## src/hw/pvn_pkg.sv

```systemverilog
// package: offsets, field layout, reset values and carriers of the vector number bank
package pvn_pkg;

  localparam int REG_W = 16;
  localparam int VEC_W = 7;
  localparam int ADDR_W = 4;
  localparam int NUM_REGS = 7;
  localparam int IDX_W = 3;

  // halfword offsets on the register port
  localparam logic [3:0] OFF_T0_CD = 4'h0;
  localparam logic [3:0] OFF_T0_OVF = 4'h2;
  localparam logic [3:0] OFF_T1_AB = 4'h4;
  localparam logic [3:0] OFF_T1_WRAP = 4'h6;
  localparam logic [3:0] OFF_T2_AB = 4'h8;
  localparam logic [3:0] OFF_T2_WRAP = 4'ha;
  localparam logic [3:0] OFF_S1_RX = 4'hc;

  localparam logic [2:0] IDX_T0_CD = 3'h0;
  localparam logic [2:0] IDX_T0_OVF = 3'h1;
  localparam logic [2:0] IDX_T1_AB = 3'h2;
  localparam logic [2:0] IDX_T1_WRAP = 3'h3;
  localparam logic [2:0] IDX_T2_AB = 3'h4;
  localparam logic [2:0] IDX_T2_WRAP = 3'h5;
  localparam logic [2:0] IDX_S1_RX = 3'h6;

  localparam int HI_MSB = 14;
  localparam int HI_LSB = 8;
  localparam int LO_MSB = 6;
  localparam int LO_LSB = 0;

  localparam logic [15:0] RST_VAL = 16'h0000;
  localparam logic [15:0] MASK_PAIR = 16'h7f7f;
  localparam logic [15:0] MASK_HIGH = 16'h7f00;

  typedef enum logic [3:0] {
    SRC_U0_C = 4'h0,
    SRC_U0_D = 4'h1,
    SRC_U0_OVF = 4'h2,
    SRC_U1_A = 4'h3,
    SRC_U1_B = 4'h4,
    SRC_U1_OVF = 4'h5,
    SRC_U1_UDF = 4'h6,
    SRC_U2_A = 4'h7,
    SRC_U2_B = 4'h8,
    SRC_U2_OVF = 4'h9,
    SRC_U2_UDF = 4'ha,
    SRC_S1_ERR = 4'hb,
    SRC_S1_RXF = 4'hc
  } pvn_src_e;

  typedef struct packed {
    logic valid;
    pvn_src_e src;
  } pvn_ack_s;

  typedef struct packed {
    logic [6:0] unit0_chan_c_vec;
    logic [6:0] unit0_chan_d_vec;
    logic [6:0] unit0_ovf_vec;
    logic [6:0] unit1_chan_a_vec;
    logic [6:0] unit1_chan_b_vec;
    logic [6:0] unit1_ovf_vec;
    logic [6:0] unit1_udf_vec;
    logic [6:0] unit2_chan_a_vec;
    logic [6:0] unit2_chan_b_vec;
    logic [6:0] unit2_ovf_vec;
    logic [6:0] unit2_udf_vec;
    logic [6:0] serial1_rx_error_vec;
    logic [6:0] serial1_rx_full_vec;
  } pvn_vec_s;

endpackage : pvn_pkg

```

## src/hw/pvn_regs.sv

```systemverilog
// vector number setting bank for timer units 0..2 and fifo serial 1
`timescale 1ns/10ps

module pvn_regs (
  input wire logic clk_sys, // 25 MHz system clock
  input wire logic sys_rst, // synchronous reset, high
  input wire logic [3:0] reg_addr, // register halfword offset
  input wire logic [15:0] reg_wdata, // write data
  input wire logic reg_wr, // write strobe
  input wire logic reg_rd, // read strobe
  output logic [15:0] reg_rdata, // read data, cycle after read
  input wire logic standby, // standby mode level
  input wire pvn_pkg::pvn_ack_s ack_in, // source accepted
  output pvn_pkg::pvn_vec_s vec_fields, // all vector fields
  output logic [6:0] vec_num, // vector of accepted source
  output logic vec_valid // vec_num valid pulse
);

  logic [15:0] bank_reg [pvn_pkg::NUM_REGS];
  logic [15:0] reg_rdata_next;
  logic [6:0] vec_num_next;
  logic [111:0] bank_flat;

  function automatic logic pvn_hit(input logic [3:0] a);
    logic h;
    h = 1'b0;
    if (a == pvn_pkg::OFF_T0_CD)
      h = 1'b1;
    else if (a == pvn_pkg::OFF_T0_OVF)
      h = 1'b1;
    else if (a == pvn_pkg::OFF_T1_AB)
      h = 1'b1;
    else if (a == pvn_pkg::OFF_T1_WRAP)
      h = 1'b1;
    else if (a == pvn_pkg::OFF_T2_AB)
      h = 1'b1;
    else if (a == pvn_pkg::OFF_T2_WRAP)
      h = 1'b1;
    else if (a == pvn_pkg::OFF_S1_RX)
      h = 1'b1;
    return h;
  endfunction : pvn_hit

  function automatic logic [2:0] pvn_idx(input logic [3:0] a);
    logic [2:0] i;
    i = pvn_pkg::IDX_T0_CD;
    if (a == pvn_pkg::OFF_T0_OVF)
      i = pvn_pkg::IDX_T0_OVF;
    else if (a == pvn_pkg::OFF_T1_AB)
      i = pvn_pkg::IDX_T1_AB;
    else if (a == pvn_pkg::OFF_T1_WRAP)
      i = pvn_pkg::IDX_T1_WRAP;
    else if (a == pvn_pkg::OFF_T2_AB)
      i = pvn_pkg::IDX_T2_AB;
    else if (a == pvn_pkg::OFF_T2_WRAP)
      i = pvn_pkg::IDX_T2_WRAP;
    else if (a == pvn_pkg::OFF_S1_RX)
      i = pvn_pkg::IDX_S1_RX;
    return i;
  endfunction : pvn_idx

  // reserved bits are never stored, so they cannot read back non-zero
  function automatic logic [15:0] pvn_mask(input logic [2:0] i);
    logic [15:0] m;
    m = pvn_pkg::MASK_PAIR;
    if (i == pvn_pkg::IDX_T0_OVF)
      m = pvn_pkg::MASK_HIGH;
    return m;
  endfunction : pvn_mask

  function automatic logic [6:0] pvn_hi(input logic [15:0] r);
    return r[pvn_pkg::HI_MSB:pvn_pkg::HI_LSB];
  endfunction : pvn_hi

  function automatic logic [6:0] pvn_lo(input logic [15:0] r);
    return r[pvn_pkg::LO_MSB:pvn_pkg::LO_LSB];
  endfunction : pvn_lo

  // standby is deliberately not a term here: contents survive it
  always_ff @(posedge clk_sys)
  begin
    if (sys_rst)
    begin
      for (int k = 0; k < pvn_pkg::NUM_REGS; k++)
      begin
        bank_reg[k] <= pvn_pkg::RST_VAL;
      end
    end
    else if (reg_wr && pvn_hit(reg_addr))
    begin
      bank_reg[pvn_idx(reg_addr)] <= reg_wdata & pvn_mask(pvn_idx(reg_addr));
    end
  end

  always_comb
  begin
    reg_rdata_next = 16'h0000;
    if (reg_rd && pvn_hit(reg_addr))
      reg_rdata_next = bank_reg[pvn_idx(reg_addr)];
  end

  // read data stand for exactly one cycle, zero otherwise
  always_ff @(posedge clk_sys)
  begin
    if (sys_rst)
      reg_rdata <= 16'h0000;
    else
      reg_rdata <= reg_rdata_next;
  end

  always_comb
  begin
    vec_fields.unit0_chan_c_vec = pvn_hi(bank_reg[pvn_pkg::IDX_T0_CD]);
    vec_fields.unit0_chan_d_vec = pvn_lo(bank_reg[pvn_pkg::IDX_T0_CD]);
    vec_fields.unit0_ovf_vec = pvn_hi(bank_reg[pvn_pkg::IDX_T0_OVF]);
    vec_fields.unit1_chan_a_vec = pvn_hi(bank_reg[pvn_pkg::IDX_T1_AB]);
    vec_fields.unit1_chan_b_vec = pvn_lo(bank_reg[pvn_pkg::IDX_T1_AB]);
    vec_fields.unit1_ovf_vec = pvn_hi(bank_reg[pvn_pkg::IDX_T1_WRAP]);
    vec_fields.unit1_udf_vec = pvn_lo(bank_reg[pvn_pkg::IDX_T1_WRAP]);
    vec_fields.unit2_chan_a_vec = pvn_hi(bank_reg[pvn_pkg::IDX_T2_AB]);
    vec_fields.unit2_chan_b_vec = pvn_lo(bank_reg[pvn_pkg::IDX_T2_AB]);
    vec_fields.unit2_ovf_vec = pvn_hi(bank_reg[pvn_pkg::IDX_T2_WRAP]);
    vec_fields.unit2_udf_vec = pvn_lo(bank_reg[pvn_pkg::IDX_T2_WRAP]);
    vec_fields.serial1_rx_error_vec = pvn_hi(bank_reg[pvn_pkg::IDX_S1_RX]);
    vec_fields.serial1_rx_full_vec = pvn_lo(bank_reg[pvn_pkg::IDX_S1_RX]);
  end

  // an accept in the cycle of a write still sees the old field
  always_comb
  begin
    vec_num_next = 7'h00;
    case (ack_in.src)
      pvn_pkg::SRC_U0_C: vec_num_next = vec_fields.unit0_chan_c_vec;
      pvn_pkg::SRC_U0_D: vec_num_next = vec_fields.unit0_chan_d_vec;
      pvn_pkg::SRC_U0_OVF: vec_num_next = vec_fields.unit0_ovf_vec;
      pvn_pkg::SRC_U1_A: vec_num_next = vec_fields.unit1_chan_a_vec;
      pvn_pkg::SRC_U1_B: vec_num_next = vec_fields.unit1_chan_b_vec;
      pvn_pkg::SRC_U1_OVF: vec_num_next = vec_fields.unit1_ovf_vec;
      pvn_pkg::SRC_U1_UDF: vec_num_next = vec_fields.unit1_udf_vec;
      pvn_pkg::SRC_U2_A: vec_num_next = vec_fields.unit2_chan_a_vec;
      pvn_pkg::SRC_U2_B: vec_num_next = vec_fields.unit2_chan_b_vec;
      pvn_pkg::SRC_U2_OVF: vec_num_next = vec_fields.unit2_ovf_vec;
      pvn_pkg::SRC_U2_UDF: vec_num_next = vec_fields.unit2_udf_vec;
      pvn_pkg::SRC_S1_ERR: vec_num_next = vec_fields.serial1_rx_error_vec;
      pvn_pkg::SRC_S1_RXF: vec_num_next = vec_fields.serial1_rx_full_vec;
      default: vec_num_next = 7'h00;
    endcase
  end

  always_ff @(posedge clk_sys)
  begin
    if (sys_rst)
    begin
      vec_num <= 7'h00;
      vec_valid <= 1'b0;
    end
    else
    begin
      vec_valid <= ack_in.valid;
      if (ack_in.valid)
        vec_num <= vec_num_next;
    end
  end

  always_comb
  begin
    bank_flat = '0;
    for (int k = 0; k < pvn_pkg::NUM_REGS; k++)
    begin
      bank_flat[k*16 +: 16] = bank_reg[k];
    end
  end
endmodule : pvn_regs

```

## config.mk

```make
export PLATFORM = sky130hd
export DESIGN_NAME = pvn_regs
export DESIGN_NICKNAME = d
export VERILOG_FILES = /design/src/hw/pvn_pkg.sv /design/src/hw/pvn_regs.sv
export SDC_FILE = /design/constraint.sdc
export NUM_CORES = 1
export LEC_CHECK = 0
export BUFFER_PORTS_ARGS = -buffer_cell sky130_fd_sc_hd__buf_4
export CORE_UTILIZATION = 45
export CTS_BUF_LIST = sky130_fd_sc_hd__clkbuf_4
export CTS_CLUSTER_DIAMETER = 50
export DETAILED_ROUTE_END_ITERATION = 10
export GPL_TIMING_DRIVEN = 0
export PLACE_DENSITY = 0.71
export REMOVE_ABC_BUFFERS = 1
export SYNTH_ARGS = -nofsm -noshare
export SYNTH_HDL_FRONTEND = slang
export SYNTH_SLANG_ARGS = --single-unit
```

## constraint.sdc

```tcl
create_clock -name clk_sys -period 2.03 [get_ports clk_sys]
set_clock_uncertainty 0.1 [all_clocks]
set_input_delay 0.203 -clock clk_sys [delete_from_list [all_inputs] [get_ports clk_sys]]
set_output_delay 0.203 -clock clk_sys [all_outputs]
set_load 0.01 [all_outputs]
```

==> results of run 1 <==
[cell type report]
cell class              count  area, sq um  share of cell area [%]
well taps                 176        220.2                   2.835
flip-flops and latches    120         3243                   41.75
clock buffers              19        142.6                   1.836
inverters                  21        78.83                   1.015
multi-input cells         378         2660                   34.25
repair buffers            160         1264                   16.27
clock inverters            13        158.9                   2.046
[power breakdown]
group	internal [uW]	leakage [uW]	switching, uW	total [uW]
sequential	2740	0.00110	107	2850
combinational	375	0.00188	484	859
clock	973	0.000159	895	1870
[synth_stat cells, types with 2 or more instances]
cell type	count	area share [%]
a2111oi_0	2	0.28
a211oi_1	2	0.24
a21o_1	5	0.61
a21oi_1	31	2.5
a221oi_1	5	0.71
a22o_1	2	0.28
a22oi_1	6	0.73
a2bb2oi_1	2	0.28
a31o_2	2	0.28
a31oi_1	3	0.31
a32o_1	2	0.33
and3_1	16	1.6
and3b_1	6	0.85
and4_1	2	0.28
and4b_1	2	0.33
buf_2	19	1.5
buf_4	11	1.3
buf_6	2	0.37
clkbuf_1	17	1.0
dfxtp_1	36	12
edfxtp_1	84	41
inv_1	21	1.3
mux2_2	5	0.92
mux2i_1	13	2.1
mux4_1	9	3.8
mux4_2	7	2.6
nand2_1	34	2.1
nand2b_1	10	1.0
nand3_1	26	2.1
nand3b_1	5	0.61
nand4_1	2	0.20
nor2_1	71	4.3
nor2b_1	13	1.3
nor3_1	3	0.24
nor3b_1	2	0.24
o21ai_0	34	2.8
o221a_1	4	0.73
o221a_2	10	1.8
o2bb2ai_1	2	0.28
o31a_1	2	0.28
o32ai_1	3	0.43
o41ai_1	2	0.28
or2_2	2	0.20
or3b_2	2	0.28
[layer usage]
layer,vias up,global-route usage (%)
met5,-,0
met4,0,15.27
met3,77,8.381
met2,491,45.10
met1,2690,39.76
li1,2370,-
[logic make-up after synthesis]
family                 after synthesis  synth area share, %
buffers and inverters               72                5.881
muxes                               34                9.442
AOI/OAI and AO/OA                  130                14.77
and+or+nand+nor                    205                17.09
DFF                                120                52.75
other                                1              0.06099
[worst min-delay path by stage]
stage	to	cells after the start	start	slack (ns)
floorplan	vec_valid$_SDFF_PP0_	1	sys_rst	0.17
global placement	vec_num[1]$_SDFFE_PP0P_	2	vec_num[1]$_SDFFE_PP0P_	0.41
detailed placement	bank_reg[6][10]$_SDFFE_PP0P_	2	bank_reg[6][10]$_SDFFE_PP0P_	0.42
CTS	bank_reg[6][8]$_SDFFE_PP0P_	5	reg_wr	0.09
global route	bank_reg[6][3]$_SDFFE_PP0P_	5	reg_wr	0.11
finish	reg_rdata[14]$_SDFF_PP0_	3	sys_rst	0.12
[timing repair]
item | in CTS | in global routing
endpoints found under the setup margin | 120 | 62
pin swaps | 1 | 0
gates resized for setup | 13 | 7
setup buffers | 3 | 0
hold buffers | 17 | 0
endpoints found under the hold margin | 72 | 0
[critical path, cell delays in order]
cell and delay [ns]:
buf_4 0.28, inv_1 0.15, nor3_1 0.34, nand2_1 0.63, nand2b_4 0.54
[stage by stage]
stage	std cells	util, %	hold slack (ns)	power [uW]
3_5_place_dp	835	54.13	0.4158	3697
4_1_cts	887	58.23	0.08869	5548
3_3_place_gp	834	53.85	0.4139	3672
5_1_grt	887	58.42	0.1089	5715
6_report	887	58.42	0.1205	5576
2_1_floorplan	519	-	0.1697	3238
==> summary.txt, run 1 <==
status - finished, violations left
failing checks - setup timing
Critical Path RT - 2.15 ns
top-level port count - 145
Data arrival, critical path - 2.15 ns
Vias/cell - 6.345
post-synthesis cell count - 562
M1 WL - 8027 microns
initial core utilization - 46.25%
Final Critical Period - 2.035 ns
number of max-cap violations - 0
fin crit share - 100.3%
largest net degree at the start of global routing - 49
Synth Flop Type - edfxtp_1
Clk pin slew, worst setup/hold paths - 0.11 ns
Worst IR Drop VDD - 0.0004665 V
Die ar. - 14130 sq um
Static Leak - 0.003138 uW
# fillers - 1163
row cnt - 42
Synth async-reset ratio - 0%
Die Y - 118.9 microns
Post-Layout Inst Area - 7767 sq um
TritonCTS Sinks - 120
Yosys warning count - 0
RR Endpoint - vec_num[5]$_SDFFE_PP0P_
Mapped Area - 6148 sq um
GP Congestion - 0.8856
Worst Setup SP - reg_addr[2]
Die Width - 118.9 microns
number of DRC markers in iteration 0 - 778
Power per Cell Area - 717.9 nW/um^2
Unique masters post-synth - 67
vias - 5628
setup slack after layout - -0.005395 ns
clock buffer depth - 2
critical path type - in2reg
endpoints failing setup - 2
gr usage total - 30.03%
Hold WC Path Type - in2reg
Post-synth EDFFs - 84
root buffer cell - clkbuf_4
NumNets Final - 728
most common cell after layout, fill and taps aside - buf_4
worst reg-to-reg setup slack - 0.46 ns
dpl ws - -1.985 ns
first-pass detailed-route iteration total - 5
Detail Route Antenna Nets - 0
final hold vios - 0
FF-to-FF path depth - 4
Placed Area - 7197 sq um
initial antenna violation count - 0
Inserted Diodes - 0
DRC - 0
Critical Path Fanout Max - 23
worst slew pin tran - 1.296 ns
post-DR wirelength/cell - 24.02 microns
CTS Buf Count - 17
Max Clock Freq - 491.3 MHz
CTS tree - done
worst rel slew slack - 13.21%
commonest non-fill, non-tap cells in the layout - 142 x buf_4, 84 x edfxtp_1, 70 x nor2_1, 36 x dfxtp_1, 34 x o21ai_0
proportion of layout cells with a drive suffix above 1 - 30.24%
WL final - 21310 microns
IO Port Bufs - 139
unrepaired setup endpoints after global routing - no
metal2 WL - 9493 microns
r2r startpoint - bank_reg[4][13]$_SDFFCE_PN0P_
FF+latch count, synth - 120
first-pass GRT wire length - 30650 microns
P&R area growth vs syn - 26.33%
Worst Setup EP - bank_reg[2][14]$_SDFFCE_PN0P_
worst skew pair latency - 0.56 ns
Mean Syn Cell Area - 10.94 sq um
post-synthesis sequential area ratio - 52.75%
hpwl dp - 13540 microns
H-Tree Depth - 4
met3 WL - 3030 microns
grt ovf - 0
Worst setup SP type - primary input
number of global-route vias before repair - 5252
Worst Setup End Kind - register
Top Layer Used - met4
Pins Over Slew Limit - 0
Core Area - 13300 sq um
Setup TNS - -0.005418 ns
max reg flops - 98
(Power assumes the default switching activity.)
==> run 2, diff against run 1 <==
- CORE_ASPECT_RATIO: unset -> 0.9
==> run 2 against run 1 <==
- the flow finishes with violations (DRC, setup timing)
- clock-buffer cell count shrank 1
- final cell count decreased by 1.1%
- combinational power is essentially flat
- die area is essentially flat
- global-route usage grew 1.5 points
- critical path type unchanged
==> summary.txt, run 2 (synthesized netlist as in run 1, its figures left out) <==
status - finished, violations left
failing checks - DRC, setup timing
internal power - 3966 uW (-3.1%)
Die Y - 112.9 microns (-5.0%)
vias - 5707 (+1.4%)
GP Congestion - 0.9210 (+4.0%)
number of global-route vias before repair - 5432 (+3.4%)
commonest non-fill, non-tap cells in the layout - 141 x buf_4, 84 x edfxtp_1, 70 x nor2_1, 36 x dfxtp_1, 34 x o21ai_0
critical path type - in2reg
endpoints failing setup - 6 (+4)
grt ovf - 0 (unchanged)
Placed Area - 7191 sq um (about the same)
Power per Cell Area - 711.6 nW/um^2 (-0.88%)
hold_ws - 0.1343 ns (+0.01380 ns)
first-pass detailed-route iteration total - 9 (+4)
H-Tree Depth - 4 (unchanged)
TritonCTS Sinks - 120 (unchanged)
Hold WC Path Type - in2reg
Detail Route Antenna Nets - 0 (unchanged)
Static Leak - 0.003121 uW (-0.52%)
top-level port count - 145 (unchanged)
Die Width - 125.2 microns (+5.3%)
initial core utilization - 46.01% (-0.23 points)
WL final - 21940 microns (+3.0%)
Data arrival, critical path - 2.47 ns (+0.32 ns)
CTS Buf Count - 17 (unchanged)
Critical Path RT - 2.42 ns (+0.27 ns)
post-DR wirelength/cell - 25.02 microns (+4.2%)
NumNets Final - 726 (-0.27%)
Clk pin slew, worst setup/hold paths - 0.12 ns (about the same)
worst rel slew slack - 9.553% (-3.7 points)
final hold vios - 0 (unchanged)
setup slack after layout - -0.04139 ns (-0.03600 ns)
# fillers - 1161 (-0.17%)
row cnt - 40 (-4.8%)
sw frac - 27.87% (+1.2 points)
largest net degree at the start of global routing - 49 (unchanged)
Critical Path Fanout Max - 15 (-35%)
gr usage total - 31.57% (+1.5 points)
CTS tree - done
most common cell after layout, fill and taps aside - buf_4
IO Port Bufs - 139 (unchanged)
max reg flops - 98 (unchanged)
Worst IR Drop VDD - 0.0005985 V (+28%)
first-pass GRT wire length - 32170 microns (+5.0%)
proportion of layout cells with a drive suffix above 1 - 30.75% (+0.51 points)
Die ar. - 14140 sq um (about the same)
Inserted Diodes - 0 (unchanged)
root buffer cell - clkbuf_4
Pins Over Slew Limit - 0 (unchanged)
Final Critical Period - 2.071 ns (+0.03600 ns)
clock buffer depth - 2 (unchanged)
number of max-cap violations - 0 (unchanged)
Logic pwr share - 15.6% (+0.2 points)
Layout Utilization - 57.82% (-0.60 points)
fin crit share - 102.0% (+1.8 points)
hpwl dp - 13920 microns (+2.8%)
DRC - 25 (+25)
Worst setup SP type - primary input
number of DRC markers in iteration 0 - 855 (+9.9%)
Vias/cell - 6.507 (+2.6%)
Clk network pwr share - 32.4% (-1.1 points)
Core Area - 13360 sq um (+0.51%)
initial antenna violation count - 0 (unchanged)
worst skew pair latency - 0.56 ns (about the same)
Max Clock Freq - 482.8 MHz (-1.7%)
P&R area growth vs syn - 25.66%
worst slew pin tran - 1.351 ns (+0.05458 ns)
Post-Layout Inst Area - 7726 sq um (-0.53%)
sequential power share - 52.0% (+0.9 points)
dpl ws - -1.865 ns (+0.1195 ns)
sw power - 1532 uW (+3.1%)
Worst Setup End Kind - register
[run 2: repair_timing]
action | in CTS | in global routing
hold buffers | 16 | 0
setup buffers | 2 | 0
resized for setup | 14 | 5
pin swaps | 1 | 0
endpoints found under the setup margin | 135 | 46
endpoints found under the hold margin | 79 | 0
[run 2: worst paths after layout]
kind	from	endpoint	slack (ns)	depth (start not counted)
max reg2reg	bank_reg[0][11]$_SDFFCE_PN0P_	vec_num[3]$_SDFFE_PP0P_	0.35	4
min reg2reg	bank_reg[6][9]$_SDFFE_PP0P_	bank_reg[6][9]$_SDFFE_PP0P_	0.42	2
max	reg_addr[3]	reg_rdata[13]$_SDFF_PP0_	-0.04	4
min	reg_wr	bank_reg[6][14]$_SDFFE_PP0P_	0.13	5
[run 2: power by group through the flow]
stage          logic [uW]  registers [uW]  clock network [uW]
4_1_cts               832            2850                1790
3_3_place_gp          770            2900                   0
3_5_place_dp          793            2910                   0
5_1_grt               903            2870                1890
2_1_floorplan         320            2920                   0
6_report              860            2860                1780
[run 2: final cells by class]
| class | count | area, sq um | share of cell area, % |
|---|---|---|---|
| multi-input combinational | 378 | 2655 | 34.36 |
| clock inverter | 14 | 157.7 | 2.040 |
| timing repair buffer | 158 | 1246 | 16.13 |
| sequential | 120 | 3243 | 41.98 |
| tap | 168 | 210.2 | 2.721 |
| inverter | 21 | 78.83 | 1.020 |
| clock buffer | 18 | 135.1 | 1.749 |
[run 2: worst max-delay path, cell delays in order]
cell and delay [ns]:
buf_4 0.16, nor2b_2 0.76, a21boi_2 0.96, o221a_1 0.38
[run 2: metrics by stage]
stage          power, uW  setup TNS, ns  cells
2_1_floorplan       3238         -11.56    519
3_5_place_dp        3702        -159.12    827
5_1_grt             5660      -0.003882    877
6_report            5498       -0.08321    877
3_3_place_gp        3673        -207.06    826
4_1_cts             5475              0    877
[run 2: metal layers]
metal / wire [microns] / share of wire [%] / global-route usage (%) / up-vias
met5: 0 / 0 / 0 / -
met3: 3375 / 15 / 11.44 / 59
met2: 9376 / 43 / 45.07 / 531
met1: 8481 / 39 / 43.18 / 2753
li1: - / - / - / 2364
met4: 706 / 3.2 / 13.66 / 0
==> run 3, diff against run 2 <==
- GPL_TIMING_DRIVEN: 0 -> unset
==> run 3 against run 2 <==
- the run ends with DRC left
- sequential power is essentially flat
- clock-buffer cell count grew 4
- non-clock buffer count up 42
- via count up 2.3%
- flip-flop and latch count stayed put
- sequential share of layout area is 0.98 points lower
- final area rose by 2.4%
- combinational power up 6.0%
- critical path type unchanged
==> summary.txt, run 3 (synthesized netlist as in run 1, its figures left out) <==
Static Leak - 0.003263 uW (+4.5%)
hold_ws - 0.04722 ns (-0.08707 ns)
Core Area - 13360 sq um (unchanged)
Data arrival, critical path - 2.11 ns (-0.36 ns)
WL final - 22690 microns (+3.4%)
r2r startpoint - bank_reg[0][11]$_SDFFCE_PN0P_
Register Area - 3243 sq um (unchanged)
CTS tree - done
Setup TNS - 0 ns (+0.08321 ns)
Inserted Diodes - 0 (unchanged)
NumNets Final - 768 (+5.8%)
vias - 5837 (+2.3%)
hold path endpoint - vec_num[4]$_SDFFE_PP0P_
Final Critical Period - 1.930 ns (-0.1411 ns)
multi-input logic area - 2581 sq um (-2.8%)
Worst setup SP type - primary input
CTS Buf Count - 17 (unchanged)
worst skew pair latency - 0.57 ns (about the same)
WHS Path Cells - 3 (-2)
# fillers - 1135 (-2.2%)
Clk pin slew, worst setup/hold paths - 0.10 ns (-0.02 ns)
Slowest-stage cell, CP - dlygate4sd3_1
clock buffer depth - 2 (unchanged)
DRC - 24 (-4.0%)
Die ar. - 14140 sq um (unchanged)
Power per Cell Area - 652.6 nW/um^2 (-8.3%)
crit path buf inv count - 4 (+3)
largest net degree at the start of global routing - 38 (-22%)
Max Clock Freq - 518.1 MHz (+7.3%)
first-pass detailed-route iteration total - 8 (-1)
IO Port Bufs - 139 (unchanged)
first-pass GRT wire length - 33580 microns (+4.4%)
Worst path most repeated cell - buf_4
root buffer cell - clkbuf_4
kind of cell adding the most delay to the critical path - buffers and inverters
proportion of layout cells with a drive suffix above 1 - 32.22% (+1.5 points)
post-DR wirelength/cell - 24.68 microns (-1.3%)
Hold WC Path Type - in2reg
final hold vios - 0 (unchanged)
FF-to-FF path depth - 4 (unchanged)
fin crit share - 95.09% (-7.0 points)
crit-path max cell delay - 0.53 ns (-0.43 ns)
Post-CTS Setup Bufs - 0 (-2)
most common cell after layout, fill and taps aside - buf_4
initial antenna violation count - 0 (unchanged)
RR Endpoint - vec_num[3]$_SDFFE_PP0P_
Worst IR Drop VDD - 0.0004193 V (-30%)
commonest non-fill, non-tap cells in the layout - 180 x buf_4, 84 x edfxtp_1, 71 x nor2_1, 36 x dfxtp_1
unrepaired setup endpoints after global routing - no
max reg flops - 98 (unchanged)
Worst Setup End Kind - register
TritonCTS Sinks - 120 (unchanged)
Vias/cell - 6.351 (-2.4%)
worst rel slew slack - 58.53% (+49 points)
Die Width - 125.2 microns (unchanged)
Hold Crit Start - ack_in[1]
initial core utilization - 46.01% (unchanged)
Cell Chain, Critical Path - dlygate4sd3_1, buf_4, nand2b_4, nor3_1, buf_4, and2_0, or2_2, buf_12
Pins Over Slew Limit - 0 (unchanged)
worst slew pin tran - 0.6207 ns (-0.7301 ns)
number of DRC markers in iteration 0 - 665 (-22%)
Placed Cells incl. Taps - 871 (+5.3%)
number of global-route vias before repair - 5575 (+2.6%)
Critical Path RT - 2.21 ns (-0.21 ns)
grt ovf - 0 (unchanged)
H-Tree Depth - 4 (unchanged)
Critical Path Fanout Max - 11 (-4)
top-level port count - 145 (unchanged)
worst reg-to-reg setup slack - 0.43 ns (+0.08 ns)
endpoints failing setup - 0 (-6)
hpwl dp - 15430 microns (+11%)
critical path type - in2reg
Detail Route Antenna Nets - 0 (unchanged)
GP Congestion - 0.9220 (+0.11%)
gr usage total - 32.87% (+1.3 points)
row cnt - 40 (unchanged)
failing checks - DRC
Worst Setup SP - sys_rst
number of max-cap violations - 0 (unchanged)
post-route insts no fill - 919 (+4.8%)
Die Y - 112.9 microns (unchanged)
status - finished, violations left
P&R area growth vs syn - 28.67%
run 3: per-stage QoR:
stage	cell area, sq um	utilization (%)	total power, uW	setup slack (ns)
2_1_floorplan	5896	-	3238	-0.6282
3_3_place_gp	7545	56.46	3752	0.1079
3_5_place_dp	7545	56.46	3774	0.04836
4_1_cts	7911	59.20	5147	0.1959
5_1_grt	7911	59.20	5320	0.05627
6_report	7911	59.20	5163	0.09974
run 3: where the power goes:
group	leakage [uW]	internal (uW)	switching, uW	total [uW]
logic	0.00204	416	496	912
clock network	0.000124	516	880	1400
registers	0.00110	2740	114	2860
run 3: how the worst max path moves through the flow:
stage / cells after the start / slack, ns / end
2_1_floorplan: 4 / -0.63 / reg_rdata[0]$_SDFF_PP0_
3_3_place_gp: 7 / 0.11 / bank_reg[4][0]$_SDFFCE_PN0P_
3_5_place_dp: 6 / 0.05 / reg_rdata[0]$_SDFF_PP0_
4_1_cts: 8 / 0.20 / bank_reg[4][11]$_SDFFCE_PN0P_
5_1_grt: 8 / 0.06 / bank_reg[4][11]$_SDFFCE_PN0P_
6_report: 8 / 0.1 / bank_reg[4][6]$_SDFFCE_PN0P_
run 3: tightest hold or removal path, cell delays in order:
cell	delay [ns]
buf_4	0.20
o21ai_0	0.19
a31oi_1	0.08
run 3: final cells by class:
type	instances	area share, %
Clock buffer	22	2.088
Clock inverter	10	0.5219
Inverter	21	0.9964
Multi-Input combinational cell	378	32.63
Sequential cell	120	40.99
Tap cell	168	2.657
Timing Repair Buffer	200	20.12
run 3: what timing repair did:
item	4_1_cts	5_1_grt
gates resized for setup	0	0
hold endpoints to repair	80	0
hold buffers	16	0
run 3: per-layer routing:
metal,track usage [%],part of all wire [%]
met3,9.645,12
met4,14.47,3.4
met1,44.06,40
met5,0,0
met2,49.68,44
